==> config.mk <==
export PLATFORM = sky130hd
export DESIGN_NAME = t1s_status_counters
export DESIGN_NICKNAME = d
export VERILOG_FILES = /design/src/verilog/t1s_pkg.sv /design/src/verilog/t1s_status_counters.sv
export VERILOG_INCLUDE_DIRS = /design/src /design/src/verilog
export SDC_FILE = /design/constraint.sdc
export NUM_CORES = 1
export LEC_CHECK = 0
export CAP_MARGIN = 20
export CORE_MARGIN = 4
export CORE_UTILIZATION = 45
export CTS_CLUSTER_DIAMETER = 60
export DETAILED_ROUTE_END_ITERATION = 8
export DONT_BUFFER_PORTS = 1
export PLACE_DENSITY = 0.61
export SLEW_MARGIN = 40
export SYNTH_ARGS = -nofsm -noshare
export SYNTH_HDL_FRONTEND = slang
export SYNTH_SLANG_ARGS = --single-unit
export TNS_END_PERCENT = 50
==> constraint.sdc <==
create_clock -name clk -period 3.2 [get_ports clk]
set_input_delay 0.16 -clock clk [delete_from_list [all_inputs] [get_ports clk]]
set_output_delay 0.16 -clock clk [all_outputs]
set_load 0.01 [all_outputs]
==> src/verilog/t1s_map.svh <==
`ifndef T1S_MAP_SVH
`define T1S_MAP_SVH
`define T1S_A_STATUS_B 8'h21
`define T1S_A_LCV_HI   8'h23
`define T1S_A_LCV_LO   8'h24
`define T1S_A_PCV_HI   8'h25
`define T1S_A_PCV_LO   8'h26
`define T1S_A_OOF_LO   8'h27
`define T1S_A_MASK_B   8'h6F
`define T1S_A_MASK_A   8'h7F
`define T1S_MASK_RST   8'h00
`define T1S_B_RMF      7
`define T1S_B_TMF      6
`define T1S_B_SEC      5
`define T1S_B_RFULL    4
`define T1S_B_TEMPTY   3
`define T1S_B_MATCH    2
`define T1S_B_ABORT    1
`define T1S_B_RX_CLOCK_LOST     0
`define T1S_RX_HZ      1544000
`define T1S_SHORT_MS   999
`define T1S_LONG_MS    1002
`define T1S_LONG_PHASE 2'h2
`define T1S_CLK_NS     50
`define T1S_RX_CLOCK_LOST_NS    2000
`define T1S_LINK_BITS  8
`define T1S_ZRUN_PLAIN 16
`define T1S_ZRUN_SUB   8
`define T1S_LCV_MAX    16'hFFFF
`define T1S_PCV_MAX    16'h0FFF
`define T1S_OOF_MAX    16'h0FFF
`endif

==> src/verilog/t1s_pkg.sv <==
`default_nettype none
package t1s_pkg;
   typedef struct packed {
      logic mfBoundary; // Rx multiframe boundary pulse
      logic frameLost;  // Rx sync lost level
      logic linkBitStb; // Rx data-link bit strobe
      logic linkBit;    // Rx data-link bit value
      logic lineBitStb; // Rx line bit strobe
      logic lineBitOne; // Rx line bit is a mark
      logic bpv;        // Bipolar violation pulse
      logic subWord;    // Zero-substitution word seen
      logic crcErr;     // CRC6 error pulse
      logic ftErr;      // Terminal framing bit error
      logic fsErr;      // Signaling framing bit error
      logic fpsErr;     // Framing pattern seq. error
   } t1s_rx_ev_t;
   typedef struct packed {
      logic countZerosSel;
      logic zeroSubEnable;
      logic esfModeSel;
      logic fsErrCountSel;
      logic frameLossCountSel;
   } t1s_cfg_t;
   typedef struct packed {
      logic       rd;
      logic       wr;
      logic [7:0] addr;
      logic [7:0] wdata;
   } t1s_host_req_t;
endpackage : t1s_pkg
`default_nettype wire

==> src/verilog/t1s_status_counters.sv <==
// What this block does
// Set rx multiframe flag on every receive multiframe boundary.
// Set tx multiframe flag on every transmit multiframe boundary.
// One-second flag from rx clock count: 999, 999, 1002 ms.
// Set rx link full flag after eight link bits gathered.
// Set tx link empty flag when tx byte fully sent.
// Set match flag when completed rx byte equals either pattern.
// Set abort flag on eight consecutive ones on link.
// Set rx clock lost flag after about two microseconds idle.
// Mask A: one enable bit per line-status event, 1 enables.
// Mask B: one enable bit per status B flag, same positions.
// All counters update on each one-second boundary.
// Counters saturate at maximum, never wrap within an interval.
// Line counter 16 bits, high byte 0x23, low byte 0x24.
// Count BPVs, plus 16 or 8 zero runs; skip substitution words.
// Line counter keeps counting while sync is lost.
// ESF mode: path counter counts CRC6 errors, 12 bits.
// D4 mode: path counter counts Ft errors, optionally Fs too.
// Path counter stops while sync is lost.
// Path bits 11:8 low nibble of 0x25, bits 7:0 at 0x26.
// Loss option: count multiframes out of sync, even when lost.
// Alternate: count Ft or FPS errors, disabled while lost.
// Out-of-sync counter 12 bits: top nibble 0x25, low 0x27.
// Option bit 0 selects framing errors, 1 selects multiframes.
// Enabled flagged event drives active-low interrupt low.
// At boundary copy running count to readable, restart from zero.
// Host reads counters within a second, high byte first.
`timescale 1ns/1ps
`default_nettype none
`include "t1s_map.svh"
module t1s_status_counters #(
   parameter int SEC_SHORT_CYC = `T1S_RX_HZ / 1000 * `T1S_SHORT_MS,
   parameter int SEC_LONG_CYC  = `T1S_RX_HZ / 1000 * `T1S_LONG_MS
) (
   input  wire logic                  clk,        // 20 MHz clock
   input  wire logic                  arst_n,     // Async reset
   input  wire logic                  rxClkPin,   // Recovered rx clock
   input  wire t1s_pkg::t1s_rx_ev_t   rxEv,       // Rx framer events
   input  wire logic                  txMfStb,    // Tx multiframe pulse
   input  wire logic                  txLinkSent, // Tx byte sent pulse
   input  wire t1s_pkg::t1s_cfg_t     cfg,        // Mode selects
   input  wire logic [7:0]            matchPatA,  // Link match pattern A
   input  wire logic [7:0]            matchPatB,  // Link match pattern B
   input  wire logic [7:0]            lineStatus, // Line-status flags
   input  wire t1s_pkg::t1s_host_req_t hostReq,   // Control port access
   output logic [7:0]                 rdData,     // Read data
   output logic [7:0]                 rxLinkByte, // Last rx link byte
   output logic                       intN        // Interrupt, low active
);
   import t1s_pkg::*;

   localparam int RX_CLOCK_LOST_CYC =
      (`T1S_RX_CLOCK_LOST_NS + `T1S_CLK_NS - 1) / `T1S_CLK_NS;
   localparam logic [15:0] CNT_MAX [3] =
      '{`T1S_LCV_MAX, `T1S_PCV_MAX, `T1S_OOF_MAX};

   // Timer and clock watch
   logic        rxClkPrevReg, rxClkPrevNext;
   logic [20:0] secCntReg, secCntNext;
   logic [1:0]  phaseReg, phaseNext;
   logic [5:0]  idleCntReg, idleCntNext;
   logic        rxEdge, rxTrans, secTick, clkLost;
   logic [20:0] secLimit;

   always_comb begin
      rxEdge        = rxClkPin & ~rxClkPrevReg;
      rxTrans       = rxClkPin ^ rxClkPrevReg;
      rxClkPrevNext = rxClkPin;
      secLimit      = (phaseReg == `T1S_LONG_PHASE)
                    ? 21'(SEC_LONG_CYC - 1) : 21'(SEC_SHORT_CYC - 1);
      secTick       = rxEdge && (secCntReg == secLimit);
      secCntNext    = secCntReg;
      phaseNext     = phaseReg;
      if (secTick) begin
         secCntNext = '0;
         phaseNext  = (phaseReg == `T1S_LONG_PHASE)
                    ? 2'h0 : phaseReg + 2'h1;
      end else if (rxEdge) begin
         secCntNext = secCntReg + 21'h0_0001;
      end
      // Fires once per stall, not every cycle of it
      clkLost     = !rxTrans && (idleCntReg == 6'(RX_CLOCK_LOST_CYC - 1));
      idleCntNext = idleCntReg;
      if (rxTrans)
         idleCntNext = '0;
      else if (idleCntReg != 6'(RX_CLOCK_LOST_CYC))
         idleCntNext = idleCntReg + 6'h01;
   end

   always_ff @(posedge clk or negedge arst_n) begin
      if (!arst_n) begin
         rxClkPrevReg <= 1'b0;
         secCntReg    <= '0;
         phaseReg     <= '0;
         idleCntReg   <= '0;
      end else begin
         rxClkPrevReg <= rxClkPrevNext;
         secCntReg    <= secCntNext;
         phaseReg     <= phaseNext;
         idleCntReg   <= idleCntNext;
      end
   end

   // Receive data link: LSB arrives first
   logic [7:0] shiftReg, shiftNext;
   logic [2:0] bitCntReg, bitCntNext;
   logic [3:0] onesReg, onesNext;
   logic [7:0] rxLinkByteNext;
   logic       linkFull, linkMatch, linkAbort;

   always_comb begin
      shiftNext      = shiftReg;
      bitCntNext     = bitCntReg;
      onesNext       = onesReg;
      rxLinkByteNext = rxLinkByte;
      linkFull       = 1'b0;
      linkMatch      = 1'b0;
      linkAbort      = 1'b0;
      if (rxEv.linkBitStb) begin
         shiftNext  = {rxEv.linkBit, shiftReg[7:1]};
         bitCntNext = bitCntReg + 3'h1;
         if (bitCntReg == 3'(`T1S_LINK_BITS - 1)) begin
            linkFull       = 1'b1;
            rxLinkByteNext = shiftNext;
            linkMatch      = (shiftNext == matchPatA)
                          || (shiftNext == matchPatB);
         end
         if (!rxEv.linkBit)
            onesNext = '0;
         else if (onesReg != 4'(`T1S_LINK_BITS))
            onesNext = onesReg + 4'h1;
         // One abort per run of ones
         linkAbort = rxEv.linkBit
                  && (onesReg == 4'(`T1S_LINK_BITS - 1));
      end
   end

   always_ff @(posedge clk or negedge arst_n) begin
      if (!arst_n) begin
         shiftReg   <= '0;
         bitCntReg  <= '0;
         onesReg    <= '0;
         rxLinkByte <= '0;
      end else begin
         shiftReg   <= shiftNext;
         bitCntReg  <= bitCntNext;
         onesReg    <= onesNext;
         rxLinkByte <= rxLinkByteNext;
      end
   end

   // Counter increments
   logic [4:0] zeroRunReg, zeroRunNext;
   logic [4:0] zeroThr;
   logic       zeroHit;
   logic [2:0] cntInc;

   always_comb begin
      zeroThr = cfg.zeroSubEnable ? 5'(`T1S_ZRUN_SUB)
                                  : 5'(`T1S_ZRUN_PLAIN);
      zeroRunNext = zeroRunReg;
      zeroHit     = 1'b0;
      if (rxEv.lineBitStb) begin
         if (rxEv.lineBitOne) begin
            zeroRunNext = '0;
         end else begin
            if (zeroRunReg != 5'h1F)
               zeroRunNext = zeroRunReg + 5'h01;
            zeroHit = cfg.countZerosSel
                   && (zeroRunReg + 5'h01 == zeroThr);
         end
      end
      // Line counter ignores sync state
      cntInc[0] = (rxEv.bpv && !(cfg.zeroSubEnable && rxEv.subWord))
               || zeroHit;
      cntInc[1] = !rxEv.frameLost
               && (cfg.esfModeSel ? rxEv.crcErr
                  : rxEv.ftErr || (cfg.fsErrCountSel && rxEv.fsErr));
      // above
      if (cfg.frameLossCountSel)
         cntInc[2] = rxEv.mfBoundary && rxEv.frameLost;
      else
         cntInc[2] = !rxEv.frameLost
                  && (cfg.esfModeSel ? rxEv.fpsErr
                                     : rxEv.ftErr);
   end

   always_ff @(posedge clk or negedge arst_n) begin
      if (!arst_n)
         zeroRunReg <= '0;
      else
         zeroRunReg <= zeroRunNext;
   end

   logic [15:0] runReg [3];
   logic [15:0] holdReg [3];

   for (genvar g = 0; g < 3; g++) begin : gCnt
      logic [15:0] runNext, holdNext;
      always_comb begin
         runNext  = runReg[g];
         holdNext = holdReg[g];
         if (secTick) begin
            holdNext = runReg[g];
            runNext  = {15'h0000, cntInc[g]};
         end else if (cntInc[g] && runReg[g] != CNT_MAX[g]) begin
            runNext = runReg[g] + 16'h0001;
         end
      end
      always_ff @(posedge clk or negedge arst_n) begin
         if (!arst_n) begin
            runReg[g]  <= '0;
            holdReg[g] <= '0;
         end else begin
            runReg[g]  <= runNext;
            holdReg[g] <= holdNext;
         end
      end
   end

   // Flags, masks and host reads
   logic [7:0] statusBReg, statusBNext;
   logic [7:0] maskAReg, maskANext;
   logic [7:0] maskBReg, maskBNext;
   logic [7:0] rdDataNext;
   logic [7:0] statusSet;

   always_comb begin
      statusSet                = '0;
      statusSet[`T1S_B_RMF]    = rxEv.mfBoundary;
      statusSet[`T1S_B_TMF]    = txMfStb;
      statusSet[`T1S_B_SEC]    = secTick;
      statusSet[`T1S_B_RFULL]  = linkFull;
      statusSet[`T1S_B_TEMPTY] = txLinkSent;
      statusSet[`T1S_B_MATCH]  = linkMatch;
      statusSet[`T1S_B_ABORT]  = linkAbort;
      statusSet[`T1S_B_RX_CLOCK_LOST]   = clkLost;
      statusBNext = statusBReg;
      // Read clears; an event in the same cycle survives
      if (hostReq.rd && hostReq.addr == `T1S_A_STATUS_B)
         statusBNext = '0;
      statusBNext = statusBNext | statusSet;
      maskANext   = maskAReg;
      maskBNext   = maskBReg;
      if (hostReq.wr && hostReq.addr == `T1S_A_MASK_A)
         maskANext = hostReq.wdata;
      if (hostReq.wr && hostReq.addr == `T1S_A_MASK_B)
         maskBNext = hostReq.wdata;
      rdDataNext = rdData;
      if (hostReq.rd) begin
         case (hostReq.addr)
            `T1S_A_STATUS_B: rdDataNext = statusBReg;
            `T1S_A_LCV_HI:   rdDataNext = holdReg[0][15:8];
            `T1S_A_LCV_LO:   rdDataNext = holdReg[0][7:0];
            `T1S_A_PCV_HI:   rdDataNext = {holdReg[2][11:8],
                                           holdReg[1][11:8]};
            `T1S_A_PCV_LO:   rdDataNext = holdReg[1][7:0];
            `T1S_A_OOF_LO:   rdDataNext = holdReg[2][7:0];
            `T1S_A_MASK_B:   rdDataNext = maskBReg;
            `T1S_A_MASK_A:   rdDataNext = maskAReg;
            default:         rdDataNext = 8'h00;
         endcase
      end
   end

   always_ff @(posedge clk or negedge arst_n) begin
      if (!arst_n) begin
         statusBReg <= '0;
         maskAReg   <= `T1S_MASK_RST;
         maskBReg   <= `T1S_MASK_RST;
         rdData     <= '0;
      end else begin
         statusBReg <= statusBNext;
         maskAReg   <= maskANext;
         maskBReg   <= maskBNext;
         rdData     <= rdDataNext;
      end
   end

   // Line-status inputs are levels, so gated directly
   assign intN = ~(|(statusBReg & maskBReg)
                 | |(lineStatus & maskAReg));
endmodule : t1s_status_counters
`default_nettype wire

==> qor.txt <==
M1 WL - 8.852 mm
wirelength, routed - 18.60 mm
CTS max path bufs - 2
Syn Nets - 962
RSZ-0062 raised after global routing - no
final worst-path cycle share - 0.7782
failing checks - negative hold slack
max_cap viols - 0
CTS buffer count - 17
Worst slew margin - 0.5015
transition time of the tightest slew-check pin - 0.7459 ns
Clock Tree Root - clkbuf_16
Vias per Instance - 5.426
synthesized area - 8742 um2
synth top area cells - dfrtp_1 51%, nand2_1 7.7%, mux2_2 4.9%, xor2_1 4.6%, nor2_1 3.0%
Post-Syn Instances - 884
Synth warnings - 0
DRT antenna net count - 0
fraction of layout cells with a size suffix above 1 - 0.09261
grt ovf - 0
first-pass GRT wire length - 31.41 mm
Achievable Freq - 401.6 MHz
fin. max-slew vios - 0
CP Data Required Time - 3.55 ns
Crit-path slowest cell - or4b_2
CTS tree - done
CP Class - reg -> reg
Clock Pin Slew Worst Setup and Hold Paths - 0.06 ns
most frequent cell after synthesis - nand2_1
Post-synth EDFFs - 0
Setup Viol. Count Final - 0
Crit Path Max Fanout - 4
number of DRC markers in iteration 0 - 377
Avg Inst Size Synth - 9.889 um2
uppermost layer routed - met4
area grow syn2layout - 11.84%
antenna cells - 0
Die Ht - 147.4 um
Nets - 973
setup TNS - 0 ns
Critical Path Source Type - register
worst skew pair latency - 0.43 ns
Commonest cells post-synth - 179 x nand2_1, 177 x dfrtp_1, 70 x nor2_1
worst path cell trace - ha_1, and3_1, ha_1, inv_1, or4b_2, a21oi_1, nand4b_1, a21oi_1
Core Box Area - 18,890 um2
WL met2 - 8.736 mm
Yosys cell types - 59
Top FF cell, synth - dfrtp_1
PostCTS Resize Cnt - 0
Worst Setup End Kind - register
max incr delay on CP - 0.65 ns
total global-route track usage - 0.1764
register area share after synthesis - 0.5067
Setup Fix Bufs, Post-CTS - 0
status - finished, violations left
Fillers - 1,776
hold-fix buffers at CTS - 18
Tmin final - 2.490 ns
largest net degree at the start of global routing - 178
routed len/inst - 15.93 um
Die X - 147.4 um
Ports - 81
synthesis-stage register bit count - 177
# clock sinks - 177
WHS - -0.5706 ns
CP Data Arrival Time - 2.84 ns
DR vias - 6,332
CTS H-tree depth - 4
initial antenna violation count - 0
Yosys top cell area share - 0.5067
# rows - 50
Final Skew - 0.01146 ns
vias in the first global route - 6,226
Yosys top cell by area - dfrtp_1
Leakage - 4.413 nW
power density over the cells - 568.5 nW/um2
Port-buffer cells - 0
async set-reset flop share out of synthesis - 1.000
Worst IR Drop VDD - 0.3466 mV
Initial Util - 0.4627
Hold Crit Class - in -> async
drt first pass iters - 7
Final Hold Viols - 177
Placer Congestion - 0.7724
met3 WL - 798 um
DRC errors left - 0
Post-DP HPWL - 12.56 mm
die area - 21,720 um2
metal layers:
layer	global-route usage	vias to the layer above
li1	-	3113
met1	0.2388	3097
met2	0.2871	104
met3	0.04261	18
met4	0.04613	0
met5	0	-
cells by family after synthesis:
logic type,count (synthesis),synth area share
and+or+nand+nor,391,0.2101
DFF,177,0.5067
AOI/OAI and AO/OA,123,0.09375
muxes,57,0.07643
buffers and inverters,54,0.02490
xor gates and xnor gates,68,0.06813
adders and majority gates,14,0.02004
flip-flops by register name, summed over array words and instances, names as in the netlist, 4 cells and up:
register    count
holdReg        40
zeroRunReg      5
statusBReg      8
maskAReg        8
shiftReg        7
maskBReg        8
runReg         48
onesReg         4
secCntReg      21
rdData          8
idleCntReg      6
rxLinkByte      8
critical path, delay by kind of cell, from the launching register on:
kind	cells	cell delay [ns]
and+or+nand+nor	3	0.98
adders and majority gates	2	0.52
AOI/OAI and AO/OA	2	0.42
DFF	1	0.41
buffers and inverters	1	0.07
worst paths after layout:
path,cells past startpoint,slack [ns],start,endpoint
worst max-delay path,8,0.71,zeroRunReg[0]$_DFFE_PN0P_,runReg[46]$_DFFE_PN0P_
worst min-delay path,0,-0.57,arst_n,rxLinkByte[1]$_DFFE_PN0P_
worst max register to register,8,0.71,zeroRunReg[0]$_DFFE_PN0P_,runReg[46]$_DFFE_PN0P_
worst min register to register,2,0.47,holdReg[3]$_DFFE_PN0N_,holdReg[3]$_DFFE_PN0N_
max in group asynchronous,0,3.52,arst_n,runReg[2]$_DFFE_PN0P_
min in group clk,2,0.06,rxEv[8],onesReg[2]$_DFFE_PN0P_
placed cells by master (no fill, tap or decap), types with 4 or more instances in the layout:
master / count
ha_1: 14
clkbuf_16: 17
a21oi_1: 27
dlygate4sd3_1: 18
xor2_1: 46
clkinv_2: 4
mux2i_1: 15
nand4_1: 17
nand2b_1: 7
and4_1: 6
xnor2_1: 22
nand2_1: 179
nor2_1: 70
o21ai_0: 28
and2_1: 5
nor4_1: 6
buf_4: 4
nor2b_1: 9
a21o_1: 4
bufinv_16: 4
a211oi_1: 6
inv_1: 23
or3_1: 18
nand3_1: 29
and3_1: 13
a221oi_1: 5
nor3_1: 14
dfrtp_1: 177
o22ai_1: 13
mux2_2: 38
a22oi_1: 16
mux4_2: 4
metrics by stage:
stage / std cells / total power, mW / cell area [um2] / setup slack [ns] / util
after global placement: 1118 / 3.377 / 8986 / 0.7685 / 0.4756
after detailed placement: 1118 / 3.404 / 8987 / 0.7254 / 0.4757
after global routing: 1167 / 5.834 / 9777 / 0.5114 / 0.5175
after CTS: 1167 / 5.624 / 9777 / 0.6933 / 0.5175
final: 1167 / 5.558 / 9777 / 0.7099 / 0.5175
after floorplan: 884 / 3.252 / 8742 / 0.8812 / -
area by class of cell:
cell class | count | area, um2 | share of cell area
inverters | 23 | 86.33 | 0.008830
clock inverters | 11 | 162.7 | 0.01664
well taps | 260 | 325.3 | 0.03327
repair buffers | 23 | 230.2 | 0.02355
clock buffers | 20 | 446.7 | 0.04569
flip-flops and latches | 177 | 4429 | 0.4530
multi-input cells | 653 | 4096 | 0.4190
power by group:
| part | switching (mW) | internal (mW) |
|---|---|---|
| Combinational | 0.256 | 0.317 |
| Sequential | 0.317 | 2.49 |
| Clock | 0.857 | 1.32 |
| Total | 1.43 | 4.13 |
Note: power is estimated with default switching activity, not from simulation.
